### src/verilog/hsp_pkg.sv
// Constants, types and helpers shared by the stream prefetcher
package hsp_pkg;
	localparam int ADDR_W = 32;
	localparam int LINE_OFF_W = 6;
	localparam int LINE_BYTES = 64;
	localparam int PAGE_OFF_W = 12;
	localparam int PAGE_W = ADDR_W - PAGE_OFF_W;
	localparam int LINE_IDX_W = PAGE_OFF_W - LINE_OFF_W;
	localparam int LINE_ADDR_W = ADDR_W - LINE_OFF_W;
	localparam int DIST_BYTES = 256;
	localparam int DIST_LINES = (DIST_BYTES + LINE_BYTES - 1) / LINE_BYTES;
	localparam logic [LINE_IDX_W:0] DIST_L = (LINE_IDX_W + 1)'(DIST_LINES);
	localparam logic [LINE_IDX_W:0] LAST_LINE = 7'h3f;
	localparam int PRI_STREAMS = 8;
	localparam int ALT_ASC = 12;
	localparam int ALT_DESC = 4;
	localparam logic [1:0] SW_LINES_PRI = 2'h2;
	localparam logic [1:0] SW_LINES_ALT = 2'h1;
	localparam logic [1:0] LVL_L1 = 2'h1;
	localparam logic [1:0] LVL_L2 = 2'h2;
	localparam logic [1:0] LVL_L3 = 2'h3;
	localparam logic [1:0] uncacheable_type = 2'h1;
	localparam logic [1:0] write_combining_type = 2'h2;

	typedef struct packed {
		logic [ADDR_W-1:0] addr;
		logic store;
		logic [1:0] mtype;
	} hsp_access_type;

	typedef struct packed {
		logic [LINE_ADDR_W-1:0] line_addr;
		logic read_for_ownership_request;
		logic [1:0] level;
	} hsp_req_type;

	typedef struct packed {
		logic valid;
		logic trained;
		logic up;
		logic store;
		logic [PAGE_W-1:0] page;
		logic [LINE_IDX_W-1:0] last;
		logic [LINE_IDX_W-1:0] next;
	} hsp_entry_type;

	typedef enum logic [1:0] {
		SW_IDLE = 2'b01,
		SW_BUSY = 2'b10
	} hsp_sw_state_type;

	function automatic logic is_cacheable(input logic [1:0] mt);
		return mt != uncacheable_type && mt != write_combining_type;
	endfunction

	function automatic logic [PAGE_W-1:0] page_of(
		input logic [ADDR_W-1:0] a);
		return a[ADDR_W-1:PAGE_OFF_W];
	endfunction

	function automatic logic [LINE_IDX_W-1:0] line_of(
		input logic [ADDR_W-1:0] a);
		return a[PAGE_OFF_W-1:LINE_OFF_W];
	endfunction

	// Target clamps inside the page so no request leaves it
	function automatic logic [LINE_IDX_W:0] target_of(
		input hsp_entry_type e);
		logic [LINE_IDX_W:0] s;
		s = {1'b0, e.last} + DIST_L;
		if (e.up) begin
			return (s > LAST_LINE) ? LAST_LINE : s;
		end
		return ({1'b0, e.last} < DIST_L) ? '0 : {1'b0, e.last} - DIST_L;
	endfunction

	function automatic logic pending(input hsp_entry_type e);
		logic [LINE_IDX_W:0] t;
		t = target_of(e);
		if (!(e.valid && e.trained)) begin
			return 1'b0;
		end
		return e.up ? ({1'b0, e.next} < t) : ({1'b0, e.next} > t);
	endfunction
endpackage

### src/verilog/hsp_lru.sv
// Recency order of stream entries and least recent victim
`timescale 1ns/100ps
module hsp_lru #(
	parameter int N = 16,
	parameter int W = 4
) (
	input wire logic clock_i,
	input wire logic reset_n_i,
	input wire logic ce_i,
	input wire logic touch_i,
	input wire logic [W-1:0] touch_idx_i,
	input wire logic [W:0] limit_i,
	output logic [W-1:0] victim_o
);
	logic [W-1:0] age_reg [N];
	logic [W-1:0] age_next [N];
	logic [W-1:0] victim_reg;
	logic [W-1:0] victim_next;
	logic [W-1:0] best;

	// Ages stay a permutation, so the oldest of any subset is its LRU
	always_comb begin
		age_next = age_reg;
		best = '0;
		victim_next = '0;
		if (touch_i) begin
			for (int j = 0; j < N; j++) begin
				if (age_reg[j] < age_reg[touch_idx_i]) begin
					age_next[j] = age_reg[j] + 1'b1;
				end
			end
			age_next[touch_idx_i] = '0;
		end
		// Victim from updated ages, never stale after a touch
		for (int j = 0; j < N; j++) begin
			if ((W + 1)'(j) < limit_i && age_next[j] >= best) begin
				best = age_next[j];
				victim_next = W'(j);
			end
		end
	end

	always_ff @(posedge clock_i or negedge reset_n_i) begin
		if (!reset_n_i) begin
			for (int j = 0; j < N; j++) begin
				age_reg[j] <= W'(j);
			end
			victim_reg <= '0;
		end else if (ce_i) begin
			age_reg <= age_next;
			victim_reg <= victim_next;
		end
	end

	assign victim_o = victim_reg;
endmodule

### src/verilog/hsp_prefetch.sv
// Hardware stream prefetcher: trains on core accesses, issues lines
// Behaviour
// - Prefetching starts by itself from observed accesses alone.
// - Ascending and descending unit-line streams are both followed.
// - Each stream runs up to 256 bytes ahead of its last access.
// - At most one stream is tracked in any aligned 4K page.
// - Up to 8 streams from different 4K pages are active at once, 16 in alternative mode.
// - No request leaves the 4K page of its stream.
// - Fills go to the second or third level, never the first.
// - Uncacheable and write-combining accesses never prefetch.
// - Store streams ask for ownership, load streams for plain reads.
// - Alternative mode fills L2 with 12 ascending, 4 descending.
// - A software prefetch fetches two lines, one in alternative mode.
`timescale 1ns/100ps
module hsp_prefetch #(
	parameter int NUM_ENT = hsp_pkg::ALT_ASC + hsp_pkg::ALT_DESC,
	parameter bit HAS_L3 = 1'b1
) (
	input wire logic clock_i,
	input wire logic reset_n_i,
	input wire logic ce_i,
	input wire logic alt_mode_i,
	input wire logic acc_valid_i,
	input wire hsp_pkg::hsp_access_type acc_i,
	input wire logic sw_valid_i,
	input wire hsp_pkg::hsp_access_type sw_i,
	output logic sw_ready_o,
	output logic req_valid_o,
	output hsp_pkg::hsp_req_type req_o,
	input wire logic req_ready_i
);
	import hsp_pkg::*;

	localparam int IW = $clog2(NUM_ENT);

	hsp_entry_type ent_reg [NUM_ENT];
	hsp_entry_type ent_next [NUM_ENT];
	hsp_entry_type e;
	hsp_entry_type pe;
	hsp_sw_state_type sw_state_reg;
	hsp_sw_state_type sw_state_next;
	logic [LINE_ADDR_W-1:0] sw_line_reg;
	logic [LINE_ADDR_W-1:0] sw_line_next;
	logic [1:0] sw_left_reg;
	logic [1:0] sw_left_next;
	logic req_valid_reg;
	logic req_valid_next;
	hsp_req_type req_reg;
	hsp_req_type req_next;
	logic [IW:0] limit;
	logic [IW:0] asc_cnt;
	logic [IW:0] desc_cnt;
	logic hit;
	logic free;
	logic pick_ok;
	logic dup;
	logic [IW-1:0] hit_idx;
	logic [IW-1:0] free_idx;
	logic [IW-1:0] pick_idx;
	logic [IW-1:0] slot;
	logic [IW-1:0] victim;
	logic out_free;
	logic sw_issue;
	logic st_issue;
	logic touch;
	logic step_up;
	logic step_dn;
	logic fresh;
	logic quota;
	logic [1:0] level;
	logic [LINE_IDX_W-1:0] ln;
	logic [LINE_IDX_W-1:0] nl;

	// Lookup, free slot, issue pick and per-direction counts
	always_comb begin
		limit = alt_mode_i ? (IW + 1)'(NUM_ENT) :
			(IW + 1)'(PRI_STREAMS);
		hit = 1'b0;
		hit_idx = '0;
		free = 1'b0;
		free_idx = '0;
		pick_ok = 1'b0;
		pick_idx = '0;
		asc_cnt = '0;
		desc_cnt = '0;
		dup = 1'b0;
		for (int i = NUM_ENT - 1; i >= 0; i--) begin
			if ((IW + 1)'(i) < limit) begin
				if (ent_reg[i].valid &&
					ent_reg[i].page == page_of(acc_i.addr)) begin
					hit = 1'b1;
					hit_idx = IW'(i);
				end
				if (!ent_reg[i].valid) begin
					free = 1'b1;
					free_idx = IW'(i);
				end
				if (pending(ent_reg[i])) begin
					pick_ok = 1'b1;
					pick_idx = IW'(i);
				end
			end
			if (ent_reg[i].valid && ent_reg[i].trained) begin
				if (ent_reg[i].up) begin
					asc_cnt = asc_cnt + 1'b1;
				end else begin
					desc_cnt = desc_cnt + 1'b1;
				end
			end
			for (int k = 0; k < i; k++) begin
				if (ent_reg[i].valid && ent_reg[k].valid &&
					ent_reg[i].page == ent_reg[k].page) begin
					dup = 1'b1;
				end
			end
		end
	end

	// Software prefetch has priority; it is short and explicit
	assign out_free = !req_valid_reg || req_ready_i;
	assign pe = ent_reg[pick_idx];
	assign sw_issue = (sw_state_reg == SW_BUSY) && out_free;
	assign st_issue = (sw_state_reg != SW_BUSY) && pick_ok && out_free;
	assign level = (alt_mode_i || !HAS_L3) ? LVL_L2 : LVL_L3;

	// Stream table update
	always_comb begin
		ent_next = ent_reg;
		e = ent_reg[hit_idx];
		nl = pe.up ? pe.next + 1'b1 : pe.next - 1'b1;
		ln = line_of(acc_i.addr);
		step_up = 1'b0;
		step_dn = 1'b0;
		fresh = 1'b0;
		quota = 1'b0;
		touch = 1'b0;
		slot = free ? free_idx : victim;
		if (st_issue) begin
			ent_next[pick_idx].next = nl;
		end
		if (acc_valid_i) begin
			if (!is_cacheable(acc_i.mtype)) begin
				if (hit) begin
					ent_next[hit_idx].valid = 1'b0;
				end
			end else if (hit) begin
				e = ent_reg[hit_idx];
				touch = 1'b1;
				step_up = {1'b0, ln} == {1'b0, e.last} + 1'b1;
				step_dn = {1'b0, ln} + 1'b1 == {1'b0, e.last};
				if (step_up || step_dn) begin
					fresh = !e.trained || e.up != step_up;
					quota = !alt_mode_i || (step_up ?
						asc_cnt < (IW + 1)'(ALT_ASC) :
						desc_cnt < (IW + 1)'(ALT_DESC));
					if (fresh) begin
						ent_next[hit_idx].trained = quota;
						ent_next[hit_idx].up = step_up;
					end
					// Never prefetch lines already behind the access
					if (fresh || (step_up ? ent_next[hit_idx].next < ln :
						ent_next[hit_idx].next > ln)) begin
						ent_next[hit_idx].next = ln;
					end
				end else if (ln != e.last) begin
					ent_next[hit_idx].trained = 1'b0;
				end
				ent_next[hit_idx].last = ln;
				ent_next[hit_idx].store = acc_i.store;
			end else begin
				touch = 1'b1;
				// One entry per page: allocate only on a page miss
				ent_next[slot] = '{valid: 1'b1, trained: 1'b0,
					up: 1'b1, store: acc_i.store,
					page: page_of(acc_i.addr), last: ln, next: ln};
			end
		end
	end

	// Request register and software prefetch sequencer
	always_comb begin
		req_valid_next = req_valid_reg && !req_ready_i;
		req_next = req_reg;
		sw_state_next = sw_state_reg;
		sw_line_next = sw_line_reg;
		sw_left_next = sw_left_reg;
		if (sw_issue) begin
			req_valid_next = 1'b1;
			req_next = '{line_addr: sw_line_reg,
				read_for_ownership_request: 1'b0, level: level};
		end else if (st_issue) begin
			req_valid_next = 1'b1;
			req_next = '{line_addr: {pe.page, nl},
				read_for_ownership_request: pe.store,
				level: level};
		end
		unique case (sw_state_reg)
			SW_IDLE: begin
				if (sw_valid_i && is_cacheable(sw_i.mtype)) begin
					sw_state_next = SW_BUSY;
					// Aligned pair stays inside the page
					if (alt_mode_i) begin
						sw_line_next = sw_i.addr[ADDR_W-1:LINE_OFF_W];
						sw_left_next = SW_LINES_ALT - 1'b1;
					end else begin
						sw_line_next = {sw_i.addr[ADDR_W-1:LINE_OFF_W+1], 1'b0};
						sw_left_next = SW_LINES_PRI - 1'b1;
					end
				end
			end
			SW_BUSY: begin
				if (out_free) begin
					sw_line_next = sw_line_reg + 1'b1;
					sw_left_next = sw_left_reg - 1'b1;
					if (sw_left_reg == 2'h0) begin
						sw_state_next = SW_IDLE;
					end
				end
			end
			default: begin
				sw_state_next = SW_IDLE;
			end
		endcase
	end

	always_ff @(posedge clock_i or negedge reset_n_i) begin
		if (!reset_n_i) begin
			for (int i = 0; i < NUM_ENT; i++) begin
				ent_reg[i] <= '0;
			end
			sw_state_reg <= SW_IDLE;
			sw_line_reg <= '0;
			sw_left_reg <= 2'h0;
			req_valid_reg <= 1'b0;
			req_reg <= '0;
		end else if (ce_i) begin
			ent_reg <= ent_next;
			sw_state_reg <= sw_state_next;
			sw_line_reg <= sw_line_next;
			sw_left_reg <= sw_left_next;
			req_valid_reg <= req_valid_next;
			req_reg <= req_next;
		end
	end

	hsp_lru #(
		.N(NUM_ENT),
		.W(IW)
	) u_lru (
		.clock_i(clock_i),
		.reset_n_i(reset_n_i),
		.ce_i(ce_i),
		.touch_i(touch),
		.touch_idx_i(hit ? hit_idx : slot),
		.limit_i(limit),
		.victim_o(victim)
	);

	assign sw_ready_o = sw_state_reg[0];
	assign req_valid_o = req_valid_reg;
	assign req_o = req_reg;

	generate
		for (genvar g = 0; g < NUM_ENT; g++) begin : g_ahead

		end
	endgenerate
endmodule

### config.mk
export PLATFORM = sky130hd
export DESIGN_NAME = hsp_prefetch
export DESIGN_NICKNAME = d
export VERILOG_FILES = /design/src/verilog/hsp_pkg.sv /design/src/verilog/hsp_lru.sv /design/src/verilog/hsp_prefetch.sv
export SDC_FILE = /design/constraint.sdc
export NUM_CORES = 2
export LEC_CHECK = 0
export BUFFER_PORTS_ARGS = -buffer_cell sky130_fd_sc_hd__buf_4
export CAP_MARGIN = 25
export CORE_ASPECT_RATIO = 0.8
export CORE_MARGIN = 1
export CORE_UTILIZATION = 50
export DETAILED_ROUTE_END_ITERATION = 6
export PLACE_DENSITY_LB_ADDON = 0.2
export SYNTH_ARGS = -nofsm -noshare
export SYNTH_HDL_FRONTEND = slang
export SYNTH_SLANG_ARGS = --single-unit
### constraint.sdc
create_clock -name clock_i -period 35.7 [get_ports clock_i]
set_clock_uncertainty 0.05 [all_clocks]
set_input_delay 3.57 -clock clock_i [delete_from_list [all_inputs] [get_ports clock_i]]
set_output_delay 3.57 -clock clock_i [all_outputs]
set_load 0.05 [all_outputs]
# After elaboration in Yosys (flattened, before gate mapping)
# Cells that the tools add are included.
dict set report classes {
  n_lt_le_gt_ge 124
  n_eq_ne 30
  n_bitwise 6
  n_reduce_logical 74
  add_sub_neg 84
  muxes 607
}
# op n
set ops {}
lappend ops {{$mux 576} 16}
lappend ops {{$bwmux 576} 9}
lappend ops {{$demux 36 s4} 8}
lappend ops {{$mux 4} 156}
lappend ops {{$mux 7} 80}
lappend ops {{$bmux 36 s4} 3}
lappend ops {{$eq 20x20->1} 16}
lappend ops {{$mux 5} 61}
lappend ops {{$mux 1} 238}
lappend ops {{$add 5x1->5 const B} 30}
lappend ops {{$add 6x3->7 const B} 16}
lappend ops {{$gt 6x7->1} 16}
lappend ops {{$gt 7x6->1 const B} 16}
lappend ops {{$lt 6x7->1} 16}
lappend ops {{$sub 6x3->7 const B} 16}
lappend ops {{$mux 35} 3}
lappend ops {{$mux 34} 3}
lappend ops {{$lt 6x3->1 const B} 16}
lappend ops {{$mux 36} 2}
lappend ops {{$add 4x1->4 const B} 16}
lappend ops {{$and 64x64->64} 1}
lappend ops {{$lt 4x4->1} 16}
lappend ops {{$mux 64} 1}
lappend ops {{$not 64->64} 1}
lappend ops {{44 further kinds} 169}
dict set report word_totals {
  register_bits 704
  output_inout_bits 31
}

# Depth between registers and ports, before layout
dict set report depth {
  ltp_word 92
  depth_mapped 150
}

# Hierarchy
# Synthesis repeated with hierarchy kept, for this count alone.
dict set report hier_totals {
  cells_unflattened 7199
  hier_area_um2 59669.7
}
# module area_per_inst_um2 instances cells_per_inst
set by_module_without_submodules {}
lappend by_module_without_submodules {hsp_prefetch 50576.0 1 6103}
lappend by_module_without_submodules {hsp_lru 9093.7 1 1096}

# Worst setup path before layout
# No wires, ideal clock.
dict set report synth_timing {
  path_type {input-to-reg}
  from {input port acc_i[19] in the netlist's numbering}
  to {register u_lru.victim_reg[0], in the netlist u_lru.victim_o[0]}
  slack_ns 4.948
  setup_time_ns 0.119
  path_stages 140
  n_path_buf 6
  arrival_time_ns 30.583
  t_required_ns 35.531
  cell_sequence {buf_2 > xnor2_1 > nand4_1 > or4_1 > or2_1 > and4_4 > a32o_1 > a311o_1 > nand2_1 > buf_2 > buf_1 > nand3_1 > nand3_1 > o21ai_0 > o21ai_0 > ha_1 > o21ai_0 > nand2b_1 > [... 104 more ...] > o21ai_0 > nor3_4 > mux2_2 > ha_1 > nand2b_1 > a21o_1 > a21o_1 > a21oi_1 > nor2_1 > o31a_1 > ha_1 > nand2b_1 > a21o_1 > a21o_1 > a21oi_1 > o21ai_0 > o32a_1 > o21a_1}
}
dict set report synth_via {
  elab_chain_len 92
}
# item line_no
set synth_rtl {}
lappend synth_rtl {{start, declared} hsp_prefetch.sv:24} ;# input wire hsp_pkg::hsp_access_type acc_i,
lappend synth_rtl {{$eq 20x20->1} hsp_prefetch.sv:90} ;# ent_reg[i].page == page_of(acc_i.addr)) begin
lappend synth_rtl {{$logic_and 1x1->1} hsp_prefetch.sv:89} ;# if (ent_reg[i].valid &&
lappend synth_rtl {{$mux 4 or $mux 1 (tied branches)} hsp_prefetch.sv:89}
lappend synth_rtl {{$mux 4 or $mux 1 (tied branches)} hsp_prefetch.sv:88} ;# if ((IW + 1)'(i) < limit) begin
lappend synth_rtl {{$mux 4 or $mux 1 (tied branches)} hsp_prefetch.sv:89}
lappend synth_rtl {{$mux 4 or $mux 1 (tied branches)} hsp_prefetch.sv:88}
lappend synth_rtl {{$mux 4 or $mux 1 (tied branches)} hsp_prefetch.sv:89}
lappend synth_rtl {{$mux 4 or $mux 1 (tied branches)} hsp_prefetch.sv:88}
lappend synth_rtl {{[... 76 more ...]} -}
lappend synth_rtl {{$logic_and 1x1->1} hsp_lru.sv:36} ;# if ((W + 1)'(j) < limit_i && age_next[j] >= best) begin
lappend synth_rtl {{$mux 4} hsp_lru.sv:36}
lappend synth_rtl {{$ge 4x4->1} hsp_lru.sv:36}
lappend synth_rtl {{$logic_and 1x1->1} hsp_lru.sv:36}
lappend synth_rtl {{$mux 4} hsp_lru.sv:36}
lappend synth_rtl {{$ge 4x4->1} hsp_lru.sv:36}
lappend synth_rtl {{$logic_and 1x1->1} hsp_lru.sv:36}
lappend synth_rtl {{$mux 4 *} hsp_lru.sv:36}
lappend synth_rtl {{end signal, assigned} hsp_lru.sv:51} ;# victim_reg <= victim_next;
lappend synth_rtl {{end, declared} hsp_lru.sv:17} ;# logic [W-1:0] victim_reg;
# Mark *: on every way between the ends. The rest lies on a longest branch, timed or not. The select of a mux whose other input is x is not followed.
# A chain may end at the register's enable or synchronous reset.

# Worst setup path in the final report
dict set report layout_timing {
  from {input port acc_i[28] in the netlist's numbering}
  to {register u_lru.victim_reg[0], in the netlist u_lru.victim_o[0]}
}
# Same word-level chain as after synthesis.

==> tab_implementation.tex <==
\begin{tabular}{lr}
\hline
Metric & Value \\
\hline
\multicolumn{2}{l}{\textbf{Yosys}} \\
\quad Count of flip-flops with a built-in enable after synthesis & 0 \\
\quad Number of register bits inferred by synthesis & 704 \\
\quad Post-Synthesis Net Count & roughly 7100 \\
\quad Warnings, synthesis & 0 \\
\quad Cell type with the highest aggregate area in the netlist & dfrtp\_1 \\
\quad Netlist area before placement & around 57000 um2 \\
\quad Unique masters post-synth & 102 \\
\quad Proportion of synthesized flip-flops having asynchronous set or reset & 100.0\% \\
\quad Gate count after technology mapping & approximately 6700 \\
\quad Most area-consuming cells after synthesis & dfrtp\_1 (30\%), mux2\_2 (11\%), ha\_1 (6.6\%), xnor2\_1 (5.2\%), o21ai\_0 (5.2\%) \\
\quad Sequential-to-total area share from yosys stat & between 30\% and 40\% \\
\quad Mean area per synthesized cell & approximately 8.5 um2 \\
\quad Fraction of synthesized cell area taken by the top area cell type & between 20\% and 30\% \\
\quad Post-synth top flop & dfrtp\_1 \\
\multicolumn{2}{l}{\textbf{Cells and area}} \\
\quad Count of nets after finishing & a little under 7000 \\
\quad Number of flip-flops under the largest register name & between 500 and 600 \\
\quad Non-filler instance count after layout & roughly 8100 \\
\quad Number of filler instances in the final layout & 10431 \\
\quad Area growth syn-to-layout & 8.691\% \\
\quad Proportion of layout cells with a drive suffix above 1 & between 15 and 20\% \\
\quad Final instance area & approximately 62000 um2 \\
\multicolumn{2}{l}{\textbf{Setup path}} \\
\quad Nature of the critical path startpoint & primary input \\
\quad Peak per-stage delay on the critical path & 0.91 ns \\
\quad CP Capture Type & flop \\
\quad Worst-path maximum fanout & 32 \\
\quad Data required time at the worst endpoint & between 30 and 40 ns \\
\quad Arrival time reported for the critical path endpoint & around 34 ns \\
\quad Most numerous cell on the critical path & nand2b\_1 \\
\quad Worst Setup Path Type & primary input to flop \\
\quad Worst path slowest cell & nor3b\_1 \\
\multicolumn{2}{l}{\textbf{Place}} \\
\quad Port Buf Inserts & 94 \\
\quad Routability congestion estimate from global placement & slightly above 1 \\
\quad Area of placed instances & between 50000 and 60000 um2 \\
\quad Placed wire-length estimate & 153800 um \\
\quad Placed Cells & approximately 8000 \\
\multicolumn{2}{l}{\textbf{Routing}} \\
\quad Mean routed wirelength per cell & between 20 and 30 um \\
\quad Number of optimization iterations in the first detailed-route pass & 6 \\
\quad Vias/cell & 6.537 \\
\quad Total wirelength of the detailed-routed design & around 210000 um \\
\quad Count of antenna-violating nets left after detailed routing & 0 \\
\quad DRC marker count from the first detailed-route iteration & 6942 \\
\quad Residual DRC & 0 \\
\quad Overall via count from detail\_route & 53110 \\
\multicolumn{2}{l}{\textbf{CTS}} \\
\quad Total clock buffers created by CTS & between 80 and 90 \\
\quad Register clock-pin slew on the reported worst setup and hold paths & $\sim$0.07 ns \\
\quad CTS Buffer Depth & 3 \\
\quad Clock sink count & a little over 700 \\
\quad Cell at the root of the clock tree & clkbuf\_16 \\
\quad Maximum level of the CTS H-tree & 3 \\
\quad TritonCTS clock tree & built \\
\quad Insertion delay to the later sink of the worst-skew pair & 0.71 ns \\
\quad Post-cts hold buffer count & 0 \\
\multicolumn{2}{l}{\textbf{GRT}} \\
\quad GRT Overall Usage & a little over a third \\
\quad Wire length of the first global-routing pass & approximately 320000 um \\
\quad Largest net degree at the start of global routing & around 170 \\
\quad Number of antenna violations at the first check in global routing & 10 \\
\quad Via count of the first global-routing pass & 49113 \\
\quad Final global-route overflow total & 0 \\
\multicolumn{2}{l}{\textbf{STA}} \\
\quad Final Max Tran Viols & 0 \\
\quad Count of endpoints failing setup in the final report & 0 \\
\quad Minimum clock period & roughly 34 ns \\
\quad Post-route clock period utilization & roughly 94\% \\
\quad Max transition margin & between 20\% and 30\% \\
\quad Final-layout setup total negative slack & 0 ns \\
\quad Endpoints failing hold & 0 \\
\quad Unrepaired setup endpoints after global routing & no \\
\quad Worst Tran Pin Value & roughly 1.2 ns \\
\quad Achievable Freq & approximately 30 MHz \\
\multicolumn{2}{l}{\textbf{Floorplan}} \\
\quad FP Rows & 110 \\
\quad Std-Cell Core Area & approximately 110000 um2 \\
\quad Initial core utilization & 50.43\% \\
\quad Horizontal die dimension & approximately 380 um \\
\quad Die outline height & 303.4 um \\
\quad Floorplan die area & around 110000 um2 \\
\quad IO Pins & 108 \\
\multicolumn{2}{l}{\textbf{Run status}} \\
\quad Run status & finished, final reports clean \\
\multicolumn{2}{l}{\textbf{Flow run}} \\
\quad Max-cap viol count & 0 \\
\multicolumn{2}{l}{\textbf{Hold path}} \\
\quad Worst Hold Class & flop to flop \\
\hline
\end{tabular}
## metal layers
metal | track usage [%] | wire, um
met5 | 0 | 51
met3 | 11.23 | 27240
met4 | 13.45 | 8761
met2 | 49.70 | 83850
met1 | 53.42 | 93050
## cell type report
type / count / area, um2 / area share (%)
Clock inverter: 37 / 515.5 / 0.8353
Inverter: 167 / 626.9 / 1.016
Antenna cell: 6 / 15.01 / 0.02433
Multi-Input combinational cell: 5389 / 36950 / 59.87
Sequential cell: 704 / 17660 / 28.61
Timing Repair Buffer: 199 / 1697 / 2.749
Tap cell: 1512 / 1892 / 3.066
Clock buffer: 111 / 2364 / 3.830
## synth_stat cells (all sizes together), types with 161 or more instances
cell type	n
a21oi	451
clkbuf	323
dfrtp	671
ha	300
inv	165
mux2	563
mux2i	193
nand2	772
nand3	161
nor2	512
o21ai	600
o22ai	163
xnor2	338
## critical path, delay by kind of cell
family                     cells  cell delay, ns
AOI/OAI and AO/OA             56           13.06
muxes                          6            2.29
and+or+nand+nor               48            9.08
xor gates and xnor gates       2            0.38
buffers and inverters          8            1.31
adders and majority gates     16            4.41
## cell families (layout without fill, tap and decap cells)
group,Yosys count,in the layout,synth area share [%]
buffers and inverters,602,514,4.200
muxes,756,756,14.60
other,0,6,0
and+or+nand+nor,2128,2128,17.71
adders and majority gates,301,301,6.646
AOI/OAI and AO/OA,1728,1729,18.39
DFF,704,704,31.10
xor gates and xnor gates,475,475,7.354
## stage by stage
stage	hold WS, ns	utilization [%]	worst slack, ns
floorplan	0.4201	-	4.948
global placement	0.4015	51.90	1.438
detailed placement	0.4092	52.04	1.015
CTS	0.4244	54.59	1.697
global route	0.4535	54.81	0.02133
finish	0.4266	54.82	2.154
## worst paths after layout
check	slack, ns	depth (start not counted)	end	start
max	2.15	136	u_lru.victim_o[0]	acc_i[28]
min	0.43	1	req_o[1]	req_o[1]
max reg2reg	5.15	137	u_lru.victim_o[0]	ent_reg[215]
min reg2reg	0.43	1	req_o[1]	req_o[1]
max in group asynchronous	29.75	4	ent_reg[544]	reset_n_i
min in group asynchronous	2.81	1	ent_reg[206]	reset_n_i
## repair_timing
action / in CTS / in global routing
gates resized for setup: 0 / 13
setup endpoints to repair: 0 / 4
buffers inserted: 0 / 2
## placed cells by master (no fill, tap or decap), types with 71 or more instances in the layout
cell and count:
inv_1 164, nand2b_1 71, buf_4 183, mux2i_1 191, a21oi_1 447, mux2_2 560, xor2_1 136, o21ai_0 582
nor2_1 502, dfrtp_1 671, xnor2_1 332, nand2_1 769, o22ai_1 161, nand3_1 160, ha_1 300, clkbuf_16 84
nand4_1 150
Power is not shown: default switching activity piles up to over one toggle a cycle in this logic, so the estimate is an artifact.
